## src/core/prs_pkg.sv

```systemverilog
// constants of the power and reset supervisor: offsets, field positions,
// reset values; assumes a 32-bit peripheral bus with byte offsets
package prs_pkg;
   localparam int PRS_ADDR_W = 12;
   localparam logic [11:0] PRS_OFS_ANALOG = 12'h000;
   localparam logic [11:0] PRS_OFS_STATUS = 12'h004;
   localparam logic [11:0] PRS_OFS_DETECT = 12'h008;
   localparam logic [11:0] PRS_OFS_BROWNOUT = 12'h00C;
   // mask byte to control byte layout of every register
   localparam int PRS_MASK_HI_LSB = 24;
   localparam int PRS_CTRL_HI_LSB = 16;
   localparam int PRS_MASK_LO_LSB = 8;
   localparam int PRS_CTRL_LO_LSB = 0;
   // compact control image: [15:8] = word bits 23:16, [7:0] = word bits 7:0
   localparam int PRS_A_REG_EN = 8;
   localparam int PRS_A_VSEL_LSB = 10;
   localparam int PRS_A_CMS = 5;
   localparam int PRS_A_BANDGAP = 4;
   localparam int PRS_A_PIN_EN = 1;
   localparam int PRS_A_CORE_LP = 0;
   localparam logic [15:0] PRS_A_WR_BITS = 16'h0D33;
   localparam logic [15:0] PRS_A_RESET = 16'h0000;
   localparam int PRS_D_THR_LSB = 4;
   localparam int PRS_D_EDGE = 3;
   localparam int PRS_D_REF = 2;
   localparam int PRS_D_INSEL = 1;
   localparam int PRS_D_EN = 0;
   localparam int PRS_D_OUT_BIT = 16;
   localparam logic [15:0] PRS_D_WR_BITS = 16'h00FF;
   localparam logic [15:0] PRS_D_RESET = 16'h0000;
   localparam int PRS_S_MODE = 4;
   localparam logic [15:0] PRS_S_WR_BITS = 16'h0010;
   localparam logic [15:0] PRS_S_RESET = 16'h0000;
   localparam int PRS_S_FLAGS = 4;
   localparam logic [3:0] PRS_S_FLAG_RESET = 4'h1;
   localparam int PRS_F_SLEEP = 3;
   localparam int PRS_F_WDT = 2;
   localparam int PRS_F_EXT = 1;
   localparam int PRS_F_BROWNOUT = 0;
   localparam int PRS_B_IRQ = 7;
   localparam int PRS_B_THR_LSB = 4;
   localparam int PRS_B_WAKE = 3;
   localparam int PRS_B_LEVEL = 2;
   localparam int PRS_B_MODE = 1;
   localparam int PRS_B_EN = 0;
   localparam logic [2:0] PRS_B_THR_LOWEST = 3'h0;
   localparam logic PRS_B_WAKE_RESET = 1'b1;
   localparam logic PRS_B_MODE_RESET = 1'b1;
   localparam logic PRS_B_EN_RESET = 1'b1;
endpackage

```

## src/core/prs_mask_reg.sv

```systemverilog
// masked-write control register, compact 16-bit image of bits 23:16 and 7:0
// assumes one-cycle write strobe from the bus slave
`timescale 1ns/1ns
module prs_mask_reg
   import prs_pkg::*;
#(
   parameter logic [15:0] WR_BITS = 16'hFFFF,
   parameter logic [15:0] RESET = 16'h0000
) (
   input wire logic clk,
   input wire logic rst_n,
   input wire logic wr,
   input wire logic [31:0] wdata,
   output logic [15:0] q
);
   logic [15:0] mask;
   logic [15:0] data;
   assign mask = {wdata[PRS_MASK_HI_LSB +: 8], wdata[PRS_MASK_LO_LSB +: 8]};
   assign data = {wdata[PRS_CTRL_HI_LSB +: 8], wdata[PRS_CTRL_LO_LSB +: 8]};
   for (genvar i = 0; i < 16; i++) begin : g_bit
      if (WR_BITS[i]) begin : g_rw
         always_ff @(posedge clk or negedge rst_n) begin
            if (!rst_n) begin
               q[i] <= RESET[i];
            end else if (wr && mask[i]) begin
               q[i] <= data[i];
            end
         end
      end else begin : g_ro
         assign q[i] = 1'b0;
      end
   end
endmodule

```

## src/core/prs_flag_bank.sv

```systemverilog
// bank of sticky flags, a set in the clearing cycle wins
// assumes single-cycle set and clear pulses or levels
`timescale 1ns/1ns
module prs_flag_bank
   import prs_pkg::*;
#(
   parameter int N = 4,
   parameter logic [N-1:0] RESET = '0
) (
   input wire logic clk,
   input wire logic rst_n,
   input wire logic [N-1:0] set,
   input wire logic [N-1:0] clr,
   output logic [N-1:0] q
);
   for (genvar i = 0; i < N; i++) begin : g_flag
      always_ff @(posedge clk or negedge rst_n) begin
         if (!rst_n) begin
            q[i] <= RESET[i];
         end else if (set[i]) begin
            q[i] <= 1'b1;
         end else if (clr[i]) begin
            q[i] <= 1'b0;
         end
      end
   end
endmodule

```

## src/core/prs_supervisor.sv

```systemverilog
// power management control and reset-cause status, register block on the
// peripheral bus; assumes detector and event inputs synchronous to CLK_SYS
// Summary of operation
// sleep/idle flag; cleared by brown-out or pin reset
// watchdog flag; cleared by brown-out or external reset
// external reset flag; only brown-out clears it
// brown-out flag; clears once supply recovered
// coarse trip resets chip, sets brown-out flag
// coarse detector always enabled
// coarse trip re-arms precise detector, lowest threshold
// precise detector: reset or interrupt flag
// precise enable cleared stops the detector
// wake auto-enable default on, forces reset mode
// wake auto-enable off keeps precise settings
// software enables bandgap before analog functions
// software picks internal or external common mode
// pin enable routes common-mode reference out
// software: threshold zero for external input
// software order: input, reference, threshold, enable
// detect reference select picks brown-out or bandgap
// two-bit analog supply level select
// analog regulator off means high impedance
// bandgap enable bit drives bandgap reference
// idle keeps coarse detector and core regulator
// mask bits gate writes, read as zero
// mode bit selects sleep or idle
`timescale 1ns/1ns
module prs_supervisor
   import prs_pkg::*;
(
   input wire logic CLK_SYS,
   input wire logic RESETN,
   input wire logic PSEL,
   input wire logic PENABLE,
   input wire logic PWRITE,
   input wire logic [PRS_ADDR_W-1:0] PADDR,
   input wire logic [31:0] PWDATA,
   output logic [31:0] PRDATA,
   output logic PREADY,
   output logic PSLVERR,
   input wire logic LOWPOWER_ACTIVE,
   input wire logic WAKE_FROM_SLEEP,
   input wire logic WDT_EVENT,
   input wire logic RESET_PIN_EVENT,
   input wire logic PROG_PORT_RESET,
   input wire logic COARSE_BROWNOUT_TRIP,
   input wire logic PRECISE_BROWNOUT_TRIP,
   input wire logic PRECISE_BROWNOUT_LEVEL,
   input wire logic SUPPLY_RECOVERED,
   input wire logic DETECT_OUTPUT,
   output logic CHIP_RESET_REQ,
   output logic COARSE_BROWNOUT_EN,
   output logic PRECISE_BROWNOUT_EN,
   output logic PRECISE_BROWNOUT_RESET_MODE,
   output logic [2:0] PRECISE_BROWNOUT_THRESHOLD,
   output logic PRECISE_BROWNOUT_IRQ,
   output logic LOWPOWER_MODE_IDLE,
   output logic CORE_REGULATOR_EN,
   output logic CORE_REGULATOR_LOW_POWER,
   output logic ANALOG_REGULATOR_EN,
   output logic [1:0] ANALOG_SUPPLY_VOLTAGE_SELECT,
   output logic BANDGAP_EN,
   output logic COMMON_MODE_SOURCE_SELECT,
   output logic COMMON_MODE_PIN_EN,
   output logic DETECTOR_EN,
   output logic DETECT_INPUT_SELECT,
   output logic DETECT_REFERENCE_SELECT,
   output logic DETECT_IRQ_RISING,
   output logic [3:0] DETECT_THRESHOLD
);
   logic setup;
   logic wr;
   logic wr_analog;
   logic wr_status;
   logic wr_detect;
   logic wr_brownout;
   logic mapped;
   logic [15:0] analog_q;
   logic [15:0] detect_q;
   logic [15:0] status_q;
   logic [3:0] flags;
   logic [3:0] flag_set;
   logic [3:0] flag_clr;
   logic [7:0] wmask_lo;
   logic [7:0] wdata_lo;
   logic lv_reset;
   logic ext_reset;
   logic precise_irq_event;
   logic precise_en;
   logic precise_mode;
   logic [2:0] precise_thr;
   logic wake_en;
   logic precise_irq;
   logic [31:0] next_prdata;

   // bus slave: zero-wait, error on unmapped offsets
   assign setup = PSEL && !PENABLE;
   assign wr = PSEL && PENABLE && PWRITE;
   assign mapped = (PADDR == PRS_OFS_ANALOG) || (PADDR == PRS_OFS_STATUS) ||
      (PADDR == PRS_OFS_DETECT) || (PADDR == PRS_OFS_BROWNOUT);
   assign wr_analog = wr && (PADDR == PRS_OFS_ANALOG);
   assign wr_status = wr && (PADDR == PRS_OFS_STATUS);
   assign wr_detect = wr && (PADDR == PRS_OFS_DETECT);
   assign wr_brownout = wr && (PADDR == PRS_OFS_BROWNOUT);
   assign PREADY = 1'b1;
   assign PSLVERR = PSEL && PENABLE && !mapped;
   assign wmask_lo = PWDATA[PRS_MASK_LO_LSB +: 8];
   assign wdata_lo = PWDATA[PRS_CTRL_LO_LSB +: 8];

   // masked control registers
   prs_mask_reg #(.WR_BITS(PRS_A_WR_BITS), .RESET(PRS_A_RESET)) u_analog (
      .clk(CLK_SYS),
      .rst_n(RESETN),
      .wr(wr_analog),
      .wdata(PWDATA),
      .q(analog_q)
   );
   prs_mask_reg #(.WR_BITS(PRS_D_WR_BITS), .RESET(PRS_D_RESET)) u_detect (
      .clk(CLK_SYS),
      .rst_n(RESETN),
      .wr(wr_detect),
      .wdata(PWDATA),
      .q(detect_q)
   );
   prs_mask_reg #(.WR_BITS(PRS_S_WR_BITS), .RESET(PRS_S_RESET)) u_status (
      .clk(CLK_SYS),
      .rst_n(RESETN),
      .wr(wr_status),
      .wdata(PWDATA),
      .q(status_q)
   );

   // reset causes
   assign precise_irq_event = PRECISE_BROWNOUT_TRIP && precise_en && !precise_mode;
   assign lv_reset = COARSE_BROWNOUT_TRIP || (PRECISE_BROWNOUT_TRIP && precise_en && precise_mode);
   assign ext_reset = RESET_PIN_EVENT || PROG_PORT_RESET;
   assign flag_set[PRS_F_SLEEP] = LOWPOWER_ACTIVE;
   assign flag_clr[PRS_F_SLEEP] = lv_reset || RESET_PIN_EVENT;
   assign flag_set[PRS_F_WDT] = WDT_EVENT;
   assign flag_clr[PRS_F_WDT] = lv_reset || ext_reset;
   assign flag_set[PRS_F_EXT] = ext_reset;
   assign flag_clr[PRS_F_EXT] = lv_reset;
   assign flag_set[PRS_F_BROWNOUT] = lv_reset;
   assign flag_clr[PRS_F_BROWNOUT] = SUPPLY_RECOVERED;

   prs_flag_bank #(.N(PRS_S_FLAGS), .RESET(PRS_S_FLAG_RESET)) u_flags (
      .clk(CLK_SYS),
      .rst_n(RESETN),
      .set(flag_set),
      .clr(flag_clr),
      .q(flags)
   );

   always_ff @(posedge CLK_SYS or negedge RESETN) begin
      if (!RESETN) begin
         CHIP_RESET_REQ <= 1'b0;
      end else begin
         CHIP_RESET_REQ <= lv_reset;
      end
   end

   // precise detector control, hardware events override software
   always_ff @(posedge CLK_SYS or negedge RESETN) begin
      if (!RESETN) begin
         precise_en <= PRS_B_EN_RESET;
         precise_mode <= PRS_B_MODE_RESET;
         precise_thr <= PRS_B_THR_LOWEST;
      end else if (COARSE_BROWNOUT_TRIP) begin
         precise_en <= 1'b1;
         precise_mode <= 1'b1;
         precise_thr <= PRS_B_THR_LOWEST;
      end else if (WAKE_FROM_SLEEP && wake_en) begin
         precise_en <= 1'b1;
         precise_mode <= 1'b1;
      end else if (wr_brownout) begin
         if (wmask_lo[PRS_B_EN]) begin
            precise_en <= wdata_lo[PRS_B_EN];
         end
         if (wmask_lo[PRS_B_MODE]) begin
            precise_mode <= wdata_lo[PRS_B_MODE];
         end
         for (int i = 0; i < 3; i++) begin
            if (wmask_lo[PRS_B_THR_LSB + i]) begin
               precise_thr[i] <= wdata_lo[PRS_B_THR_LSB + i];
            end
         end
      end
   end

   always_ff @(posedge CLK_SYS or negedge RESETN) begin
      if (!RESETN) begin
         wake_en <= PRS_B_WAKE_RESET;
      end else if (wr_brownout && wmask_lo[PRS_B_WAKE]) begin
         wake_en <= wdata_lo[PRS_B_WAKE];
      end
   end

   // interrupt flag: set wins, software writes zero to clear
   always_ff @(posedge CLK_SYS or negedge RESETN) begin
      if (!RESETN) begin
         precise_irq <= 1'b0;
      end else if (precise_irq_event) begin
         precise_irq <= 1'b1;
      end else if (wr_brownout && wmask_lo[PRS_B_IRQ] && !wdata_lo[PRS_B_IRQ]) begin
         precise_irq <= 1'b0;
      end
   end

   // read data captured in the setup phase, mask bits read zero
   always_comb begin
      next_prdata = 32'h0000_0000;
      case (PADDR)
         PRS_OFS_ANALOG: begin
            next_prdata[PRS_CTRL_HI_LSB +: 8] = analog_q[15:8];
            next_prdata[PRS_CTRL_LO_LSB +: 8] = analog_q[7:0];
         end
         PRS_OFS_STATUS: begin
            next_prdata[PRS_CTRL_LO_LSB +: 8] = status_q[7:0];
            next_prdata[PRS_S_FLAGS-1:0] = flags;
         end
         PRS_OFS_DETECT: begin
            next_prdata[PRS_CTRL_LO_LSB +: 8] = detect_q[7:0];
            next_prdata[PRS_D_OUT_BIT] = DETECT_OUTPUT;
         end
         PRS_OFS_BROWNOUT: begin
            next_prdata[PRS_B_IRQ] = precise_irq;
            next_prdata[PRS_B_THR_LSB +: 3] = precise_thr;
            next_prdata[PRS_B_WAKE] = wake_en;
            next_prdata[PRS_B_LEVEL] = PRECISE_BROWNOUT_LEVEL;
            next_prdata[PRS_B_MODE] = precise_mode;
            next_prdata[PRS_B_EN] = precise_en;
         end
         default: begin
            next_prdata = 32'h0000_0000;
         end
      endcase
   end

   always_ff @(posedge CLK_SYS or negedge RESETN) begin
      if (!RESETN) begin
         PRDATA <= 32'h0000_0000;
      end else if (setup && !PWRITE) begin
         PRDATA <= next_prdata;
      end
   end

   // control outputs
   assign COARSE_BROWNOUT_EN = 1'b1;
   assign CORE_REGULATOR_EN = 1'b1;
   assign LOWPOWER_MODE_IDLE = status_q[PRS_S_MODE];
   // low-power core regulator only in sleep, never in idle
   assign CORE_REGULATOR_LOW_POWER = analog_q[PRS_A_CORE_LP] && LOWPOWER_ACTIVE &&
      !status_q[PRS_S_MODE];
   assign PRECISE_BROWNOUT_EN = precise_en;
   assign PRECISE_BROWNOUT_RESET_MODE = precise_mode;
   assign PRECISE_BROWNOUT_THRESHOLD = precise_thr;
   assign PRECISE_BROWNOUT_IRQ = precise_irq;
   assign ANALOG_REGULATOR_EN = analog_q[PRS_A_REG_EN];
   assign ANALOG_SUPPLY_VOLTAGE_SELECT = analog_q[PRS_A_VSEL_LSB +: 2];
   assign BANDGAP_EN = analog_q[PRS_A_BANDGAP];
   assign COMMON_MODE_SOURCE_SELECT = analog_q[PRS_A_CMS];
   assign COMMON_MODE_PIN_EN = analog_q[PRS_A_PIN_EN];
   assign DETECTOR_EN = detect_q[PRS_D_EN];
   assign DETECT_INPUT_SELECT = detect_q[PRS_D_INSEL];
   assign DETECT_REFERENCE_SELECT = detect_q[PRS_D_REF];
   assign DETECT_IRQ_RISING = detect_q[PRS_D_EDGE];
   assign DETECT_THRESHOLD = detect_q[PRS_D_THR_LSB +: 4];
endmodule

```

## config.mk

```make
export PLATFORM = sky130hd
export DESIGN_NAME = prs_supervisor
export DESIGN_NICKNAME = d
export VERILOG_FILES = /design/src/core/prs_pkg.sv /design/src/core/prs_mask_reg.sv /design/src/core/prs_flag_bank.sv /design/src/core/prs_supervisor.sv
export SDC_FILE = /design/constraint.sdc
export NUM_CORES = 1
export LEC_CHECK = 0
export CAP_MARGIN = 15
export CORE_MARGIN = 10
export CORE_UTILIZATION = 65
export CTS_BUF_LIST = sky130_fd_sc_hd__clkbuf_4 sky130_fd_sc_hd__clkbuf_8
export DETAILED_ROUTE_END_ITERATION = 8
export DONT_BUFFER_PORTS = 1
export GPL_TIMING_DRIVEN = 0
export HOLD_SLACK_MARGIN = 0.15
export PLACE_DENSITY = 0.89
export SLEW_MARGIN = 30
export SYNTH_ARGS = -nofsm -noshare
export SYNTH_HDL_FRONTEND = slang
export SYNTH_HIERARCHICAL = 1
export SYNTH_SLANG_ARGS = --single-unit
```

## constraint.sdc

```tcl
create_clock -name CLK_SYS -period 3.61 [get_ports CLK_SYS]
set_clock_uncertainty 0.1 [all_clocks]
set_input_delay 0.1805 -clock CLK_SYS [delete_from_list [all_inputs] [get_ports CLK_SYS]]
set_output_delay 0.1805 -clock CLK_SYS [all_outputs]
set_load 0.05 [all_outputs]
```

# After elaboration in Yosys (flattened, before gate mapping)

Index checks and enable logic that the tools add are counted.

Flip-flop bits (word level): 44
Bits in latches: 0
RAM bits: 0
ROM bits: 0
Input port bits: 59
Word-level logic and storage cells: 125
Memories: 0

$add $sub $neg: 0
Multipliers: 0
Div/mod/pow operators: 0
$lt $le $gt $ge: 0
Eq/ne operators: 4
Shifts and indexed selects: 0
Mux-type cells: 27
Bitwise logic cells: 0
Reduce and logical (&&, ||, !) cells: 65

Operator list:

| kind                                                                    | count |
|---|---|
| 1-bit logical AND                                                       | 34 |
| 8-bit case mux with 4 select lines                                      | 1 |
| 12-bit by 4-bit equality test with 1-bit output (second input constant) | 2 |
| 1-bit two-way mux                                                       | 21 |
| 2-bit nonzero test                                                      | 9 |
| 12-bit by 3-bit equality test with 1-bit output (second input constant) | 1 |
| 12-bit logical NOT                                                      | 1 |
| 3-bit two-way mux                                                       | 4 |
| 3-bit AND reduction                                                     | 3 |
| 3-bit nonzero test                                                      | 3 |
| 1-bit logical OR                                                        | 7 |
| 1-bit logical NOT                                                       | 6 |
| 2-bit AND reduction                                                     | 2 |
| 2-bit != test (second input constant)                                   | 1 |
| 1-bit case mux with 2 select lines                                      | 1 |

# Depth between registers and ports, before layout

Word-level depth: 7
Depth in mapped cells: 7

# Cells and area by module

The synthesis kept the hierarchy.

By module, submodules not included:

| module                  | instances | cells each | area each (sq um) |
|---|---|---|---|
| prs_supervisor          | 1         | 158        | 1547.7 |
| prs_mask_reg (u_detect) | 1         | 34         | 425.4 |
| prs_mask_reg (u_analog) | 1         | 31         | 377.9 |
| prs_mask_reg (u_status) | 1         | 19         | 160.2 |
| prs_flag_bank           | 1         | 12         | 146.4 |

# Least setup slack after synthesis

Ideal clock, no wire load.

Kind: input-to-reg
Start: input PADDR[5]
End: register u_analog.q[0]
Library setup time: 0.125 ns
Arrival: 1.772 ns
Data required time: 3.385 ns
Slack: 1.613 ns
Stages: 7
Buffers on the path: 1
Cell sequence: nor4_4 > nand3_2 > or3_1 > clkbuf_1 > nor2_1 > nand2_1 > mux2_4

Cells in the longest elaborated chain, start to end: 3

Ends and longest elaborated chain:

| element                        | RTL line              | RTL |
|---|---|---|
| start: declaration             | prs_supervisor.sv:36  | `input wire logic [PRS_ADDR_W-1:0] PADDR,` |
| 12-bit logical NOT             | prs_supervisor.sv:101 | `assign wr_analog = wr && (PADDR == PRS_OFS_ANALOG);` |
| 1-bit logical AND              | prs_supervisor.sv:101 |  |
| net wr_analog                  | prs_supervisor.sv:73  | `logic wr_analog;` |
| 1-bit logical AND              | prs_mask_reg.sv:25    | `end else if (wr && mask[i]) begin` |
| end signal: indexed assignment | prs_mask_reg.sv:24    | `q[i] <= RESET[i];` |
| end signal: indexed assignment | prs_mask_reg.sv:26    | `q[i] <= data[i];` |
| end: declaration               | prs_mask_reg.sv:14    | `output logic [15:0] q` |

The timed path passes the listed nets, and every way through them passes these cells.
A chain may end at the register's enable or synchronous reset.

# Worst setup path in the final report

Start: input PADDR[9]
End: register precise_mode, in the netlist PRECISE_BROWNOUT_RESET_MODE

Cells in the longest elaborated chain, start to end: 4

Ends and longest elaborated chain:

| element                                         | RTL line              | RTL |
|---|---|---|
| 12-bit by 4-bit equality test with 1-bit output | prs_supervisor.sv:104 | `assign wr_brownout = wr && (PADDR == PRS_OFS_BROWNOUT);` |
| 1-bit logical AND                               | prs_supervisor.sv:104 |  |
| 3-bit nonzero test (no line)                    | -                     |  |
| 2-bit AND reduction (no line)                   | -                     |  |
| end signal: assignment                          | prs_supervisor.sv:180 | `precise_mode <= wdata_lo[PRS_B_MODE];` |
| end: declaration                                | prs_supervisor.sv:90  | `logic precise_mode;` |

Every way passes these cells.

==> flow_metrics.py <==
metrics = {
    "status": {
        "outcome": "finished, final reports clean",
    },
    "detailed_routing": {
        "drc": 0,
        "routedWlPerCell_um": 23.2,
        "drt_pass1_iterations": 4,
        "ant_nets": 0,
        "vias": 2194,
        "via_per_inst": 5.85,
        "drt-total-wl_um": 8710,
        "first_iter_violations": 228,
    },
    "global_routing": {
        "grt_max_degree": 45,
        "grt_usage": 0.255,
        "antenna_found_initial": 0,
        "grt_overflow_total": 0,
        "grt_pass1_vias": 2368,
        "grt_pass1_wl_um": 12800,
    },
    "timing": {
        "maxSlewViolCount": 0,
        "max_slew_margin": 0.498,
        "clock.fmax_mhz": 281,
        "finalCriticalPeriod_ns": 3.56,
        "worst_pin_slew_ns": 0.751,
        "setup_violations": 0,
        "timing.final.crit_share": 0.985,
        "finalSetupTns_ns": 0,
        "finalHoldViolations": 0,
    },
    "clocking": {
        "cts_buffer_depth": 2,
        "htree_levels": 2,
        "clk_pin_slew_worst_paths_ns": 0.09,
        "clkSinkCount": 44,
        "worstSkewPairLatency_ns": 0.31,
        "cts_root_buffer": "clkbuf_8",
        "cts_tree": "yes",
        "cts_made_buffers": 5,
    },
    "setup_path": {
        "endpoint_kind": "register",
        "crit_top_cell": "dlygate4sd3_1",
        "path_class": "input port to register",
        "slowest_stage": "dlygate4sd3_1",
        "critPathLaunchType": "input port",
        "crit_arrival_ns": 3.69,
        "slowest_delay_ns": 0.62,
        "cp.required_ns": 3.74,
        "crit_chain": "dlygate4sd3_1, nor4_4, dlygate4sd3_1, buf_4, nand4_1, buf_4, nor4b_2, dlygate4sd3_1, nor2_1, dlygate4sd3_1",
        "critPathMaxFanout": 10,
    },
    "placement": {
        "portBuffers": 0,
        "place_hpwl_um": 4970,
        "place_congestion": 0.794,
    },
    "layout": {
        "synthToLayoutAreaGrowth_pct": 34.2,
        "antenna_cells": 0,
        "drive_gt1_frac": 0.260,
        "nNetsFinal": 385,
    },
    "floorplanning": {
        "fp.dieH_um": 82.1,
        "ioPinCount": 118,
        "coreArea_um2": 3690,
        "die-area_um2": 6730,
        "initial_core_util": 0.679,
        "row_count": 22,
        "die_w_um": 82.1,
    },
    "power": {
        "ir_worst_vdd_uv": 226,
        "power_density_nw_per_um2": 300,
        "power_mw": 1.01,
        "leakagePower_nw": 1.60,
    },
    "yosys": {
        "ys_warn_count": 6,
        "synth.avg_cell_area_um2": 10.7,
        "syn_inst": 233,
        "synth.cell_area_um2": 2500,
    },
    "min_path": {
        "hp-class": "input port to register",
    },
    "run": {
        "drv_cap": 0,
    },
}
-- flip-flops by register name, summed over array words and instances, names as in the netlist --
register,flops
PRDATA,16
u_detect/q,8
u_analog/q,7
u_flags/q,4
PRECISE_BROWNOUT_THRESHOLD,3
CHIP_RESET_REQ,1
PRECISE_BROWNOUT_EN,1
PRECISE_BROWNOUT_IRQ,1
PRECISE_BROWNOUT_RESET_MODE,1
u_status/q,1
wake_en,1
-- cell usage in the layout, fill, tap and decap left out, drive strengths merged, types with 3 or more instances in the layout --
master        n
nand4        12
conb         31
o21ai        20
dfrtp        40
clkbuf       10
a21oi         3
buf          40
inv           5
nor2          4
mux2         17
a21o          4
nor3b         3
nand2b        3
dlygate4sd3  56
mux4          8
dfstp         4
nor4b         3
nand2        45
-- where the power goes --
group	internal, mW	switching, mW	total [mW]
clock	0.153	0.174	0.327
sequential	0.497	0.0106	0.508
combinational	0.0736	0.101	0.174
-- critical path, delay by kind of cell --
| family | cells | cell delay (ns) |
|---|---|---|
| buf+inv | 6 | 2.76 |
| simple gates | 4 | 0.75 |
-- worst paths after layout --
check / from / to / slack (ns) / depth (start not counted)
max: PADDR[9] / PRECISE_BROWNOUT_RESET_MODE / 0.05 / 10
min: PROG_PORT_RESET / u_flags/q[2] / 0.18 / 4
max reg2reg: wake_en / PRECISE_BROWNOUT_RESET_MODE / 0.99 / 6
min reg2reg: u_flags/q[2] / u_flags/q[2] / 0.40 / 1
max in group asynchronous: RESETN / PRECISE_BROWNOUT_EN / 2.87 / 2
min in group asynchronous: RESETN / u_analog/q[0] / 0.27 / 2
-- per-layer routing --
layer / routed length (um) / global-route usage / vias to the layer above / share of wire
met5: 0 / 0 / - / 0
met4: 418 / 0.145 / 0 / 0.048
met3: 1090 / 0.0917 / 39 / 0.13
met2: 4620 / 0.462 / 162 / 0.53
met1: 2580 / 0.244 / 1054 / 0.30
li1: - / - / 939 / -
-- cell type report --
class / count / area [um^2]
clock inverter: 2 / 10.0
sequential: 44 / 1110
timing repair buffer: 59 / 596
clock buffer: 6 / 82.6
multi-input combinational: 170 / 1190
fill: 153 / 329
buffer: 41 / 294
tap: 48 / 60.1
inverter: 5 / 18.8
-- metrics by stage --
step	utilization	setup WS, ns	std cells	instance area (um^2)	hold WS [ns]
6_report	0.911	0.0533	375	3360	0.183
3_3_place_gp	0.723	1.21	308	2670	-0.214
4_1_cts	0.905	0.100	373	3340	0.172
3_5_place_dp	0.723	1.13	308	2670	-0.214
2_1_floorplan	-	1.61	260	2610	-0.215
5_1_grt	0.911	-0.0281	375	3360	0.220
-- timing repair --
item,4_1_cts,5_1_grt
resized for setup,0,1
buffers inserted,0,2
hold buffers,57,0
setup endpoints to repair,0,1
hold endpoints to repair,83,0
No activity file was read; power rests on OpenSTA's default activity.
